### src/hw/bcac_regs.svh
// Register offsets, field positions, reset values and write masks of the bridge configuration bank.
// Included by the bank module; definitions only.
`ifndef BCAC_REGS_SVH
`define BCAC_REGS_SVH

`define BCAC_ADDR_STATUS        8'h50
`define BCAC_ADDR_BRIDGE        8'h54
`define BCAC_ADDR_AUDIO         8'h55

`define BCAC_BR_EXTERNAL_CONTROL_SELECT         7
`define BCAC_BR_RX_INT_EN       6
`define BCAC_BR_EDID_DIS        5
`define BCAC_BR_INIT_DIS        4
`define BCAC_BR_PROT_DIS        3
`define BCAC_BR_AUDIO_TDM       2
`define BCAC_BR_AUDIO_LOCAL     1
`define BCAC_BR_AUX_EN          0

`define BCAC_AU_TDM_PAR         7
`define BCAC_AU_RX_I2S_OUT      6
`define BCAC_AU_RST_ON_TYPE     3

`define BCAC_ST_RX_INT          6

`define BCAC_BRIDGE_RESET       8'h00
`define BCAC_AUDIO_RESET        8'h0c
`define BCAC_AUDIO_WMASK        8'hcf

`endif

### src/hw/bcac_pkg.sv
// Types of the bridge configuration bank.
// Needs nothing else.
package bcac_pkg;

    typedef enum logic [5:0] {
        ST_STRAP     = 6'h01,
        ST_EDID      = 6'h02,
        ST_INIT      = 6'h04,
        ST_INIT_WAIT = 6'h08,
        ST_PROT      = 6'h10,
        ST_DONE      = 6'h20
    } bcac_state_t;

endpackage : bcac_pkg

### src/hw/bcac_top.sv
// Bridge control and audio configuration bank with its start-up sequencer.
// Assumes a register port already decoded from the serial control bus, and synchronous inputs.
//
// Contract
// - When external control is set the bank starts neither receiver initialisation nor protection setup.
// - With the receiver interrupt enable set, a pending receiver interrupt drives the interrupt pin low.
// - The remote EDID load is started at start-up unless its disable bit is set.
// - External control and remote EDID disable load their start-up value from the second strap pin.
// - The receiver is initialised automatically unless the init disable bit is set.
// - Protection control defaults are programmed unless the protection setup disable bit is set.
// - The audio source bit selects received audio at 0 and local I2S audio at 1.
// - The TDM bit enables TDM-to-parallel conversion for downstream audio.
// - Received audio goes out on the I2S pins only when enabled and received audio is selected.
// - With reset-on-type set, an audio type change resets the received audio FIFO.
// - Status bit 6 reads 1 while a receiver interrupt is pending.
`timescale 1ns/10ps
`include "bcac_regs.svh"

module bcac_top (
    input  wire logic       clk,
    input  wire logic       arst_n,
    input  wire logic       strap_pin_first,
    input  wire logic       strap_pin_second,
    input  wire logic [7:0] reg_addr,
    input  wire logic [7:0] reg_wdata,
    input  wire logic       reg_wr,
    input  wire logic       reg_rd,
    output logic      [7:0] reg_rdata,
    input  wire logic       rx_irq_pending,
    input  wire logic       rx_init_done,
    input  wire logic       audio_type_changed,
    output logic            interrupt_out_n,
    output logic            remote_edid_load_start,
    output logic            rx_init_start,
    output logic            protect_setup_start,
    output logic            external_control_select,
    output logic            audio_source_local,
    output logic            aux_audio_enable,
    output logic            tdm_convert_enable,
    output logic            rx_i2s_out_enable,
    output logic            audio_fifo_reset
);

    logic [7:0]           bridge_settings;
    logic [7:0]           audio_settings;
    bcac_pkg::bcac_state_t state;
    bcac_pkg::bcac_state_t next_state;
    logic                 ext;

    assign ext = bridge_settings[`BCAC_BR_EXTERNAL_CONTROL_SELECT];

    // ------------------------------------------------------------
    // Register bank
    // ------------------------------------------------------------
    always_ff @(posedge clk or negedge arst_n) begin
        if (!arst_n) begin
            bridge_settings <= `BCAC_BRIDGE_RESET;
        end else if (state == bcac_pkg::ST_STRAP) begin
            bridge_settings[`BCAC_BR_EXTERNAL_CONTROL_SELECT]  <= strap_pin_second;
            bridge_settings[`BCAC_BR_EDID_DIS] <= strap_pin_second;
            bridge_settings[`BCAC_BR_AUX_EN]   <= strap_pin_first;
        end else if (reg_wr && reg_addr == `BCAC_ADDR_BRIDGE) begin
            bridge_settings <= reg_wdata;
        end
    end

    always_ff @(posedge clk or negedge arst_n) begin
        if (!arst_n) begin
            audio_settings <= `BCAC_AUDIO_RESET;
        end else if (reg_wr && reg_addr == `BCAC_ADDR_AUDIO) begin
            audio_settings <= reg_wdata & `BCAC_AUDIO_WMASK;
        end
    end

    always_ff @(posedge clk or negedge arst_n) begin
        if (!arst_n) begin
            reg_rdata <= 8'h00;
        end else if (reg_rd) begin
            case (reg_addr)
                `BCAC_ADDR_STATUS: reg_rdata <= {1'b0, rx_irq_pending, 6'h00};
                `BCAC_ADDR_BRIDGE: reg_rdata <= bridge_settings;
                `BCAC_ADDR_AUDIO:  reg_rdata <= audio_settings;
                default:           reg_rdata <= 8'h00;
            endcase
        end
    end

    // ------------------------------------------------------------
    // Start-up sequencer
    // ------------------------------------------------------------
    always_comb begin
        next_state = state;
        case (state)
            bcac_pkg::ST_STRAP:     next_state = bcac_pkg::ST_EDID;
            bcac_pkg::ST_EDID:      next_state = bcac_pkg::ST_INIT;
            bcac_pkg::ST_INIT: begin
                if (ext) begin
                    next_state = bcac_pkg::ST_DONE;
                end else if (!bridge_settings[`BCAC_BR_INIT_DIS]) begin
                    next_state = bcac_pkg::ST_INIT_WAIT;
                end else begin
                    next_state = bcac_pkg::ST_PROT;
                end
            end
            bcac_pkg::ST_INIT_WAIT: begin
                if (ext) begin
                    next_state = bcac_pkg::ST_DONE;
                end else if (rx_init_done) begin
                    next_state = bcac_pkg::ST_PROT;
                end
            end
            bcac_pkg::ST_PROT:      next_state = bcac_pkg::ST_DONE;
            bcac_pkg::ST_DONE:      next_state = bcac_pkg::ST_DONE;
            default:                next_state = bcac_pkg::ST_STRAP;
        endcase
    end

    always_ff @(posedge clk or negedge arst_n) begin
        if (!arst_n) begin
            state <= bcac_pkg::ST_STRAP;
        end else begin
            state <= next_state;
        end
    end

    always_ff @(posedge clk or negedge arst_n) begin
        if (!arst_n) begin
            remote_edid_load_start <= 1'b0;
            rx_init_start          <= 1'b0;
            protect_setup_start    <= 1'b0;
        end else begin
            remote_edid_load_start <= (state == bcac_pkg::ST_EDID) && !bridge_settings[`BCAC_BR_EDID_DIS];
            rx_init_start          <= (state == bcac_pkg::ST_INIT) && !ext
                                      && !bridge_settings[`BCAC_BR_INIT_DIS];
            protect_setup_start    <= (state == bcac_pkg::ST_PROT) && !ext
                                      && !bridge_settings[`BCAC_BR_PROT_DIS];
        end
    end

    // ------------------------------------------------------------
    // Interrupt pin and audio controls
    // ------------------------------------------------------------
    always_ff @(posedge clk or negedge arst_n) begin
        if (!arst_n) begin
            interrupt_out_n <= 1'b1;
        end else begin
            interrupt_out_n <= !(bridge_settings[`BCAC_BR_RX_INT_EN] && rx_irq_pending);
        end
    end

    always_ff @(posedge clk or negedge arst_n) begin
        if (!arst_n) begin
            external_control_select <= 1'b0;
            audio_source_local      <= 1'b0;
            aux_audio_enable        <= 1'b0;
            tdm_convert_enable      <= 1'b0;
            rx_i2s_out_enable       <= 1'b0;
            audio_fifo_reset        <= 1'b0;
        end else begin
            external_control_select <= ext;
            audio_source_local      <= bridge_settings[`BCAC_BR_AUDIO_LOCAL];
            aux_audio_enable        <= bridge_settings[`BCAC_BR_AUX_EN];
            tdm_convert_enable      <= audio_settings[`BCAC_AU_TDM_PAR];
            rx_i2s_out_enable       <= audio_settings[`BCAC_AU_RX_I2S_OUT]
                                       && !bridge_settings[`BCAC_BR_AUDIO_LOCAL];
            audio_fifo_reset        <= audio_settings[`BCAC_AU_RST_ON_TYPE] && audio_type_changed;
        end
    end
endmodule : bcac_top

### config.mk
export PLATFORM = sky130hd
export DESIGN_NAME = bcac_top
export DESIGN_NICKNAME = d
export VERILOG_FILES = /design/src/hw/bcac_pkg.sv /design/src/hw/bcac_top.sv
export VERILOG_INCLUDE_DIRS = /design/src /design/src/hw
export SDC_FILE = /design/constraint.sdc
export NUM_CORES = 1
export LEC_CHECK = 0
export BUFFER_PORTS_ARGS = -buffer_cell sky130_fd_sc_hd__buf_4
export CAP_MARGIN = 20
export CORE_UTILIZATION = 35
export CTS_BUF_LIST = sky130_fd_sc_hd__clkbuf_16
export CTS_CLUSTER_DIAMETER = 60
export DETAILED_ROUTE_END_ITERATION = 6
export PLACE_DENSITY = 0.53
export SLEW_MARGIN = 30
export SYNTH_ARGS = -nofsm -noshare
export SYNTH_HDL_FRONTEND = slang
export SYNTH_SLANG_ARGS = --single-unit
export TNS_END_PERCENT = 100
### constraint.sdc
create_clock -name clk -period 3.2 [get_ports clk]
set_input_delay 0.64 -clock clk [delete_from_list [all_inputs] [get_ports clk]]
set_output_delay 0.64 -clock clk [all_outputs]
set_load 0.1 [all_outputs]
## Yosys cells after proc, flatten, opt, wreduce, memory -nomap -nowiden

Index checks and enable logic that the tools add are counted.

| word-level totals | value |
|---|---|
| register bits | 38 |
| output and inout bits | 18 |
| logic and storage cells | 55 |

| cells by class | value |
|---|---|
| equal/unequal tests | 10 |
| muxes and demuxes | 10 |
| bitwise gates (word level) | 1 |
| reductions and logical operators | 19 |

Operators with widths:

| operator | number |
|---|---|
| case mux 6 bit (5 select lines) | 1 |
| equality test 8 x 7 -> 1 bit (second input constant) | 3 |
| case mux 8 bit (3 select lines) | 1 |
| 2-to-1 mux 6 bit | 3 |
| logical AND 1 bit | 10 |
| 2-to-1 mux 8 bit | 1 |
| equality test 6 x 1 -> 1 bit (second input constant) | 1 |
| equality test 6 x 2 -> 1 bit (second input constant) | 1 |
| equality test 6 x 3 -> 1 bit (second input constant) | 1 |
| equality test 6 x 4 -> 1 bit (second input constant) | 1 |
| equality test 6 x 5 -> 1 bit (second input constant) | 1 |
| equality test 6 bit (second input constant) | 1 |
| zero test 1 bit | 6 |
| 2-to-1 mux 5 bit | 1 |
| 2-to-1 mux 1 bit | 3 |
| inequality test 3 bit (second input constant) | 1 |
| AND reduction 2 bit | 1 |
| nonzero test 2 bit | 1 |
| OR reduction 2 bit | 1 |
| inverter 1 bit | 1 |

## Depth between registers and ports, before layout

Gate-level depths: netlist of run 1.

| depth | value |
|---|---|
| depth in word-level cells | 4 |
| mapped depth | 5 |
| mapped depth without buffers | 4 |

## Least setup slack after synthesis of run 1

No wires, ideal clock.

| timing path | value |
|---|---|
| path type | input port to flip-flop |
| from | in reg_addr[5] |
| to | reg audio_settings[0] |
| setup time | 0.125 ns |
| data arrival time | 1.737 ns |
| required time | 3.075 ns |
| slack | 1.338 ns |
| stages | 5 |
| cells stage by stage | nand2b_4 > nor4b_4 > and4_1 > buf_4 > mux2_2 |

| between the ends | value |
|---|---|
| cells in the longest elaborated chain, start to end | 2 |

Ends and longest elaborated chain:

| item | line | text |
|---|---|---|
| from (decl) | bcac_top.sv:24 | `input wire logic [7:0] reg_addr,` |
| equality test 8 x 7 -> 1 bit | n/a |  |
| logical AND 1 bit (no line) | n/a |  |
| to (signal assigned) | bcac_top.sv:69 | `` audio_settings <= `BCAC_AUDIO_RESET; `` |
| to (signal assigned) | bcac_top.sv:71 | `` audio_settings <= reg_wdata & `BCAC_AUDIO_WMASK; `` |
| to (decl) | bcac_top.sv:45 | `logic [7:0] audio_settings;` |

No other way between the ends.
A chain may end at the register's enable or synchronous reset.

## Worst setup path after layout of run 1

| timing path | value |
|---|---|
| from | in reg_addr[5] |
| to | reg audio_settings[7] |

Same word-level chain as after synthesis.

==> summary.txt, run 1 <==
CTS
  – Cts hold-fix bufs: 0
  – Post-CTS Setup Bufs: 0
  – Clk_lat worst skew: 0.28 ns
  – Worst-path clk slew: 0.05 ns
  – TritonCTS buffer count: 5
  – Post-CTS Resized: 0
  – Bufs on Longest Clock Path: 2
  – TritonCTS clock tree: done
  – Clock sinks: 38
  – Root Driver: clkbuf_16
  – Htree depth: 2

Worst setup path
  – Worst Path Buf+Inv: 1
  – Crit path capture type: register
  – Crit path max fanout: 6
  – Crit-path max cell delay: 0.43 ns
  – R2R depth: 4
  – Worst path arrival time: 2.02 ns
  – Crit-path leading delay family: simple AND/OR/NAND/NOR gates
  – Crit path launch type: input port
  – CP required: 3.36 ns
  – Critical path class: input port to register
  – CP cell instances: buf_4 -> nand2b_4 -> nor4b_4 -> and4_1 -> mux2_2
  – CP Depth: 5
  – Slowest-stage cell, CP: and4_1

STA
  – Fmax achieved: 0.5369 GHz
  – RSZ-0062 raised after global routing: false
  – Max_slew headroom: 56.19%
  – Part of the cycle the worst path needs: 58.20%
  – Final Hold Viols: 0
  – Pins Over Slew Limit: 0
  – Period minus WS final: 1.863 ns
  – # setup viols final: 0
  – Actual slew at the worst max-slew pin: 0.6518 ns
  – Setup TNS: 0 ns
  – Clk_skew: 0.002996 ns

Route
  – Vias per cell: 5.114
  – Total Routed Length: 3.560 mm
  – Routed WL per cell: 15.02 microns
  – DRC: 0
  – Antenna Nets Post-Route: 0
  – Drt pass-1 iters: 6
  – Routed via count: 1212
  – Iter 0 DRT Violations: 67

Die
  – DIE AREA: 5101 sq um
  – I/O pins: 43
  – # rows: 24
  – Die height: 71.42 microns
  – Initial Util: 37.44%
  – Die W: 71.42 microns
  – Core Footprint: 4504 sq um

Power
  – Leakage power: 1.003 nW
  – PD cells: 495.6 nW/um^2
  – Power, Total: 1.078 mW
  – Worst IR Drop VDD: 0.0003079 V

Synthesis
  – Post-synth top cells: dfrtp_1, inv_1, mux2_2
  – Mapped Nets: 166
  – Post-Syn Area: 1687 sq um
  – Area contributors post-synth: dfrtp_1, mux2_2, dfstp_2
  – Most frequent cell after synthesis: dfrtp_1
  – Cell taking the most area after synthesis: dfrtp_1
  – Count of cell types in the netlist: 41
  – Mapped Avg Cell Area: 11.96 sq um
  – Sequential area share after synthesis: 56.68%
  – Post-synthesis cell count: 141
  – Synth Register Bits: 38
  – Async SR Flop Fraction: 100.0%
  – Post-synth EDFFs: 0
  – Main synth FF type: dfrtp_1
  – Top cell type's share of synthesized area: 50.45%
  – YS warnings: 0

Finish
  – Cell Count, Final, Fillers Out: 237
  – Area growth syn-to-layout: 28.93%
  – Net count, final: 209
  – Ant diodes: 0
  – Util after Layout: 48.28%
  – Ratio of cells with drive above 1 in the final layout: 38.92%

Worst hold path
  – Worst min path class: input port to asynchronous set/reset pin

Run
  – Max cap viols: 0

Placement
  – Routability cong.: 0.7512
  – Post-Place Cells: 229
  – HPWL after DPL: 2.571 mm
  – Port bufs: 42

Global routing
  – Overflow left after global routing: 0
  – First-pass GRT wire length: 6.092 mm
  – Largest net degree at the start of global routing: 39
  – Vias in the first global route: 1246
  – Initial antenna violation count: 0
  – Total track usage: 15.90%

Run status
  – Status: finished clean
registers in the layout (all words and copies together), names as in the netlist:
name and count:
bridge_settings 8, reg_rdata 8, audio_settings 6, state 6, audio_fifo_reset 1, audio_source_local 1, aux_audio_enable 1, external_control_select 1
interrupt_out_n 1, protect_setup_start 1, remote_edid_load_start 1, rx_i2s_out_enable 1, rx_init_start 1, tdm_convert_enable 1
worst register-to-register path, stage by stage (launching register included):
cell,delay (ns)
dfrtp_1,0.49
nor4_4,0.35
nand3b_2,0.20
nand4_2,0.25
mux2_2,0.36
layout make-up:
| class | count | area [sq um] |
|---|---|---|
| multi-input cells | 85 | 655.6 |
| repair buffers | 42 | 315.3 |
| clock buffers | 5 | 125.1 |
| inverters | 12 | 45.04 |
| fillers | 429 | 2330 |
| clock inverters | 3 | 12.51 |
| flip-flops and latches | 38 | 955.9 |
| well taps | 52 | 65.06 |
final timing paths:
path	startpoint	endpoint	slack (ns)
worst min-delay path	arst_n	bridge_settings[5]	0.32
worst max-delay path	reg_addr[5]	audio_settings[7]	1.34
max in group asynchronous	arst_n	interrupt_out_n	2.52
worst max register to register	state[2]	bridge_settings[2]	1.43
min in group clk	audio_settings[7]	tdm_convert_enable	0.41
worst min register to register	audio_settings[7]	tdm_convert_enable	0.41
stage by stage:
stage          hold slack (ns)  cell area (sq um)  setup WS, ns
3_5_place_dp            0.3881               2037         1.042
2_1_floorplan           0.3444               1687         1.338
5_1_grt                 0.3562               2175         1.291
3_3_place_gp            0.3875               2037         1.103
6_report                0.3165               2175         1.337
4_1_cts                 0.3349               2175         1.334
report_power, final:
| part | internal (mW) | switching [mW] | total [mW] |
|---|---|---|---|
| registers | 0.498 | 0.0111 | 0.509 |
| logic | 0.0385 | 0.0701 | 0.109 |
| clock network | 0.281 | 0.179 | 0.460 |
cells in the final DEF (no fill, tap or decap), types with 3 or more instances in the layout:
master     count
inv_1         13
dfstp_2        4
o21ai_0        4
a22oi_1        5
nand2_1        4
buf_4         42
nand3b_1       3
nor2_1         8
mux2_2        12
dfrtp_1       34
nand3_1        5
a31oi_1        3
nor3_1         3
clkbuf_16      5
o22ai_1        7
logic make-up (layout without fill, tap and decap cells):
family / Yosys count / in the layout / share of synthesized area, %
AO/OA/AOI/OAI: 24 / 24 / 9.347
AND/OR/NAND/NOR: 48 / 48 / 20.99
multiplexers: 12 / 12 / 8.012
buffers and inverters: 18 / 62 / 4.451
XOR/XNOR: 1 / 1 / 0.5194
flip-flops: 38 / 38 / 56.68
metal layers:
metal	global-route usage, %	wire length, microns
met1	18.90	1513
met2	26.77	1883
met3	5.345	139
met4	6.000	24
met5	0	0
(Power assumes the default switching activity.)
==> run 2: changes to the inputs <==
- ABC_AREA: default -> 1
- PLACE_DENSITY: 0.53 -> 0.54
- clock period: 3.2 -> 1.7 ns (I/O delays scaled with it)
==> summary.txt, run 2 <==
Run status
  – Status: finished clean (unchanged)

Worst setup path
  – Crit path launch type: register (was input port)
  – Worst Path Buf+Inv: 1 (unchanged)
  – CP required: 1.36 ns (was 3.36 ns)
  – Slowest-stage cell, CP: dfstp_2 (was and4_1)
  – Crit path max fanout: 1 (was 6)
  – Critical path class: register to output port (was input port to register)
  – Crit-path leading delay family: flip-flops (was simple AND/OR/NAND/NOR gates)
  – Crit-path max cell delay: 0.51 ns (was 0.43 ns)
  – Crit path capture type: output port (was register)
  – CP cell instances: buf_4 (was buf_4 -> nand2b_4 -> nor4b_4 -> and4_1 -> mux2_2)
  – R2r setup slk: 0.42 ns (was 1.43 ns)
  – Worst path arrival time: 1.06 ns (was 2.02 ns)

STA
  – Setup TNS: 0 ns (unchanged)
  – Actual slew at the worst max-slew pin: 0.4748 ns (was 0.6518 ns)
  – RSZ-0062 raised after global routing: false (unchanged)
  – Period minus WS final: 1.399 ns
  – # setup viols final: 0 (unchanged)
  – Max_slew headroom: 68.34% (was 56.19%)
  – Final Hold Viols: 0 (unchanged)
  – Fmax achieved: 0.7146 GHz
  – Pins Over Slew Limit: 0 (unchanged)
  – WHS: 0.02151 ns (was 0.3165 ns)
  – Part of the cycle the worst path needs: 82.31%
  – Clk_skew: 0.005614 ns (was 0.002996 ns)

Synthesis
  – Post-Synth XOR/XNOR Area: 0% (was 0.5193%)
  – Sequential area share after synthesis: 55.12% (was 56.68%)
  – Mapped Avg Cell Area: 9.079 sq um (was 11.96 sq um)
  – Area contributors post-synth: dfrtp_1, nand2_1, nand3_1 (was dfrtp_1, mux2_2, dfstp_2)
  – Post-synthesis adder-cell area fraction: 0% (unchanged)
  – Compound-Gate Fraction of Synth Area: 5.772% (was 9.347%)
  – Synth Area in Simple Gates: 33.26% (was 20.99%)
  – Async SR Flop Fraction: 100.0% (unchanged)
  – Largest family of logic cells by synthesized area: simple AND/OR/NAND/NOR gates (unchanged)
  – Post-synth EDFFs: 0 (unchanged)
  – Count of cell types in the netlist: 22 (was 41)
  – Main synth FF type: dfrtp_1 (unchanged)
  – Mapped Nets: 216 (was 166)
  – Most frequent cell after synthesis: nand2_1 (was dfrtp_1)
  – Post-synthesis cell count: 191 (was 141)
  – Post-Syn Area: 1734 sq um (was 1687 sq um)
  – Top cell type's share of synthesized area: 49.06% (was 50.45%)
  – Multiplexer share of the synthesized area: 0% (was 8.012%)
  – Post-synth top cells: nand2_1, dfrtp_1, nand3_1 (was dfrtp_1, inv_1, mux2_2)
  – Cell taking the most area after synthesis: dfrtp_1 (unchanged)
  – Synth Register Bits: 38 (unchanged)
  – YS warnings: 0 (unchanged)

CTS
  – Bufs on Longest Clock Path: 2 (unchanged)
  – Post-CTS Setup Bufs: 0 (unchanged)
  – Clock sinks: 38 (unchanged)
  – Htree depth: 2 (unchanged)
  – Post-CTS Resized: 0 (unchanged)
  – TritonCTS buffer count: 5 (unchanged)
  – Worst-path clk slew: 0.06 ns (was 0.05 ns)
  – TritonCTS clock tree: done (unchanged)
  – Root Driver: clkbuf_16 (unchanged)
  – Cts hold-fix bufs: 0 (unchanged)
  – Clk_lat worst skew: 0.27 ns (was 0.28 ns)

Global routing
  – Largest net degree at the start of global routing: 39 (unchanged)
  – Vias in the first global route: 1296 (was 1246)
  – Overflow left after global routing: 0 (unchanged)
  – Total track usage: 15.85% (was 15.90%)
  – First-pass GRT wire length: 6.210 mm (was 6.092 mm)
  – Initial antenna violation count: 0 (unchanged)

Finish
  – Net count, final: 264 (was 209)
  – Commonest non-fill, non-tap cells in the layout: nand2_1, buf_4, dfrtp_1 (was buf_4, dfrtp_1, inv_1)
  – Ant diodes: 0 (unchanged)
  – # fillers: 508 (was 429)
  – Cell Count, Final, Fillers Out: 307 (was 237)
  – Ratio of cells with drive above 1 in the final layout: 27.92% (was 38.92%)
  – Area growth syn-to-layout: 30.30% (was 28.93%)
  – Commonest non-fill, non-tap cell in the layout: nand2_1 (was buf_4)
  – Regs by FF count: bridge_settings x8, reg_rdata x8 (unchanged)

Route
  – Antenna Nets Post-Route: 0 (unchanged)
  – Iter 0 DRT Violations: 90 (was 67)
  – Routed WL per cell: 11.62 microns (was 15.02 microns)
  – Vias per cell: 4.381 (was 5.114)
  – Total Routed Length: 3.567 mm (was 3.560 mm)
  – Routed via count: 1345 (was 1212)
  – Drt pass-1 iters: 4 (was 6)
  – DRC: 0 (unchanged)

Placement
  – Port bufs: 42 (unchanged)
  – HPWL after DPL: 2.666 mm (was 2.571 mm)
  – Post-Place Cells: 299 (was 229)
  – Routability cong.: 0.7614 (was 0.7512)

Worst hold path
  – Worst min path class: input port to asynchronous set/reset pin (unchanged)

Power
  – Pint: 1.806 mW (was 0.8176 mW)
  – PD cells: 1274 nW/um^2 (was 495.6 nW/um^2)
  – Comb power frac: 29.8% (was 10.1%)
  – Switching share of power: 37.30% (was 24.14%)
  – Worst IR Drop VDD: 0.0007425 V (was 0.0003079 V)
  – Reg power frac: 40.3% (was 47.2%)
  – Clk pwr share: 29.9% (was 42.7%)
  – NetSw: 1.074 mW (was 0.2602 mW)
  – Leakage power: 1.240 nW (was 1.003 nW)

Die
  – Core Footprint: 4755 sq um (was 4504 sq um)
  – Die W: 72.39 microns (was 71.42 microns)
  – Die height: 72.39 microns (was 71.42 microns)
  – I/O pins: 43 (unchanged)
  – # rows: 25 (was 24)
  – Initial Util: 36.47% (was 37.44%)
  – DIE AREA: 5240 sq um (was 5101 sq um)

Run
  – Max cap viols: 0 (unchanged)
[run 2: cell count changes in the layout (fill, tap and decap cells not counted), moves of 4 or more]
cell	delta
mux2_2	-12
nor2_8	+4
inv_1	+10
nand2_1	+53
o22ai_1	-7
a22oi_1	-5
nand3_1	+18
o21ai_0	+10
[run 2: logic make-up (layout without fill, tap and decap cells)]
logic type | count (synthesis) | after routing
AO/OA/AOI/OAI | 19 | 19
buffers and inverters | 25 | 74
flip-flops | 38 | 38
AND/OR/NAND/NOR | 109 | 109
[run 2: per-stage QoR]
stage	total power, mW	setup WS [ns]	util, %	instance area, sq um
global route	3.048	0.2130	47.53	2260
detailed placement	2.039	0.3017	44.63	2122
CTS	2.913	0.2878	47.53	2260
global placement	2.038	0.3363	44.63	2122
finish	2.880	0.3007	47.53	2260
floorplan	1.798	0.4623	-	1734
[run 2: layout make-up]
class	instances	area (sq um)	share of cell area [%]
clock buffer	5	125.1	5.537
clock inverter	3	12.51	0.5537
inverter	24	90.09	3.987
multi-input combinational	128	676.9	29.96
sequential	38	955.9	42.30
tap	67	83.83	3.710
timing repair buffer	42	315.3	13.95
[run 2: routing by layer]
| metal | GRT usage [%] | wire (microns) | part of all wire, % | vias to the layer above |
|---|---|---|---|---|
| met5 | 0 | 0 | 0 | - |
| met4 | 5.882 | 34 | 0.95 | 0 |
| met3 | 4.722 | 126 | 3.5 | 2 |
| met2 | 20.87 | 1488 | 42 | 34 |
| met1 | 24.22 | 1918 | 54 | 605 |
| li1 | - | - | - | 704 |
[run 2: worst paths after layout]
| check | from | end | depth (start not counted) |
|---|---|---|---|
| hold reg to reg | audio_settings[7] | tdm_convert_enable | 0 |
| min in group clk | rx_irq_pending | interrupt_out_n | 2 |
| max in group asynchronous | arst_n | interrupt_out_n | 1 |
| hold / removal | arst_n | state[2] | 1 |
| setup / recovery | interrupt_out_n | interrupt_out_n | 1 |
| setup reg to reg | state[4] | state[4] | 7 |
[run 2: power groups by stage]
stage	sequential [mW]	combinational, mW	clock (mW)
finish	1.16	0.859	0.860
global route	1.18	0.934	0.935
CTS	1.16	0.868	0.883
detailed placement	1.17	0.865	0
global placement	1.18	0.862	0
floorplan	1.45	0.345	0
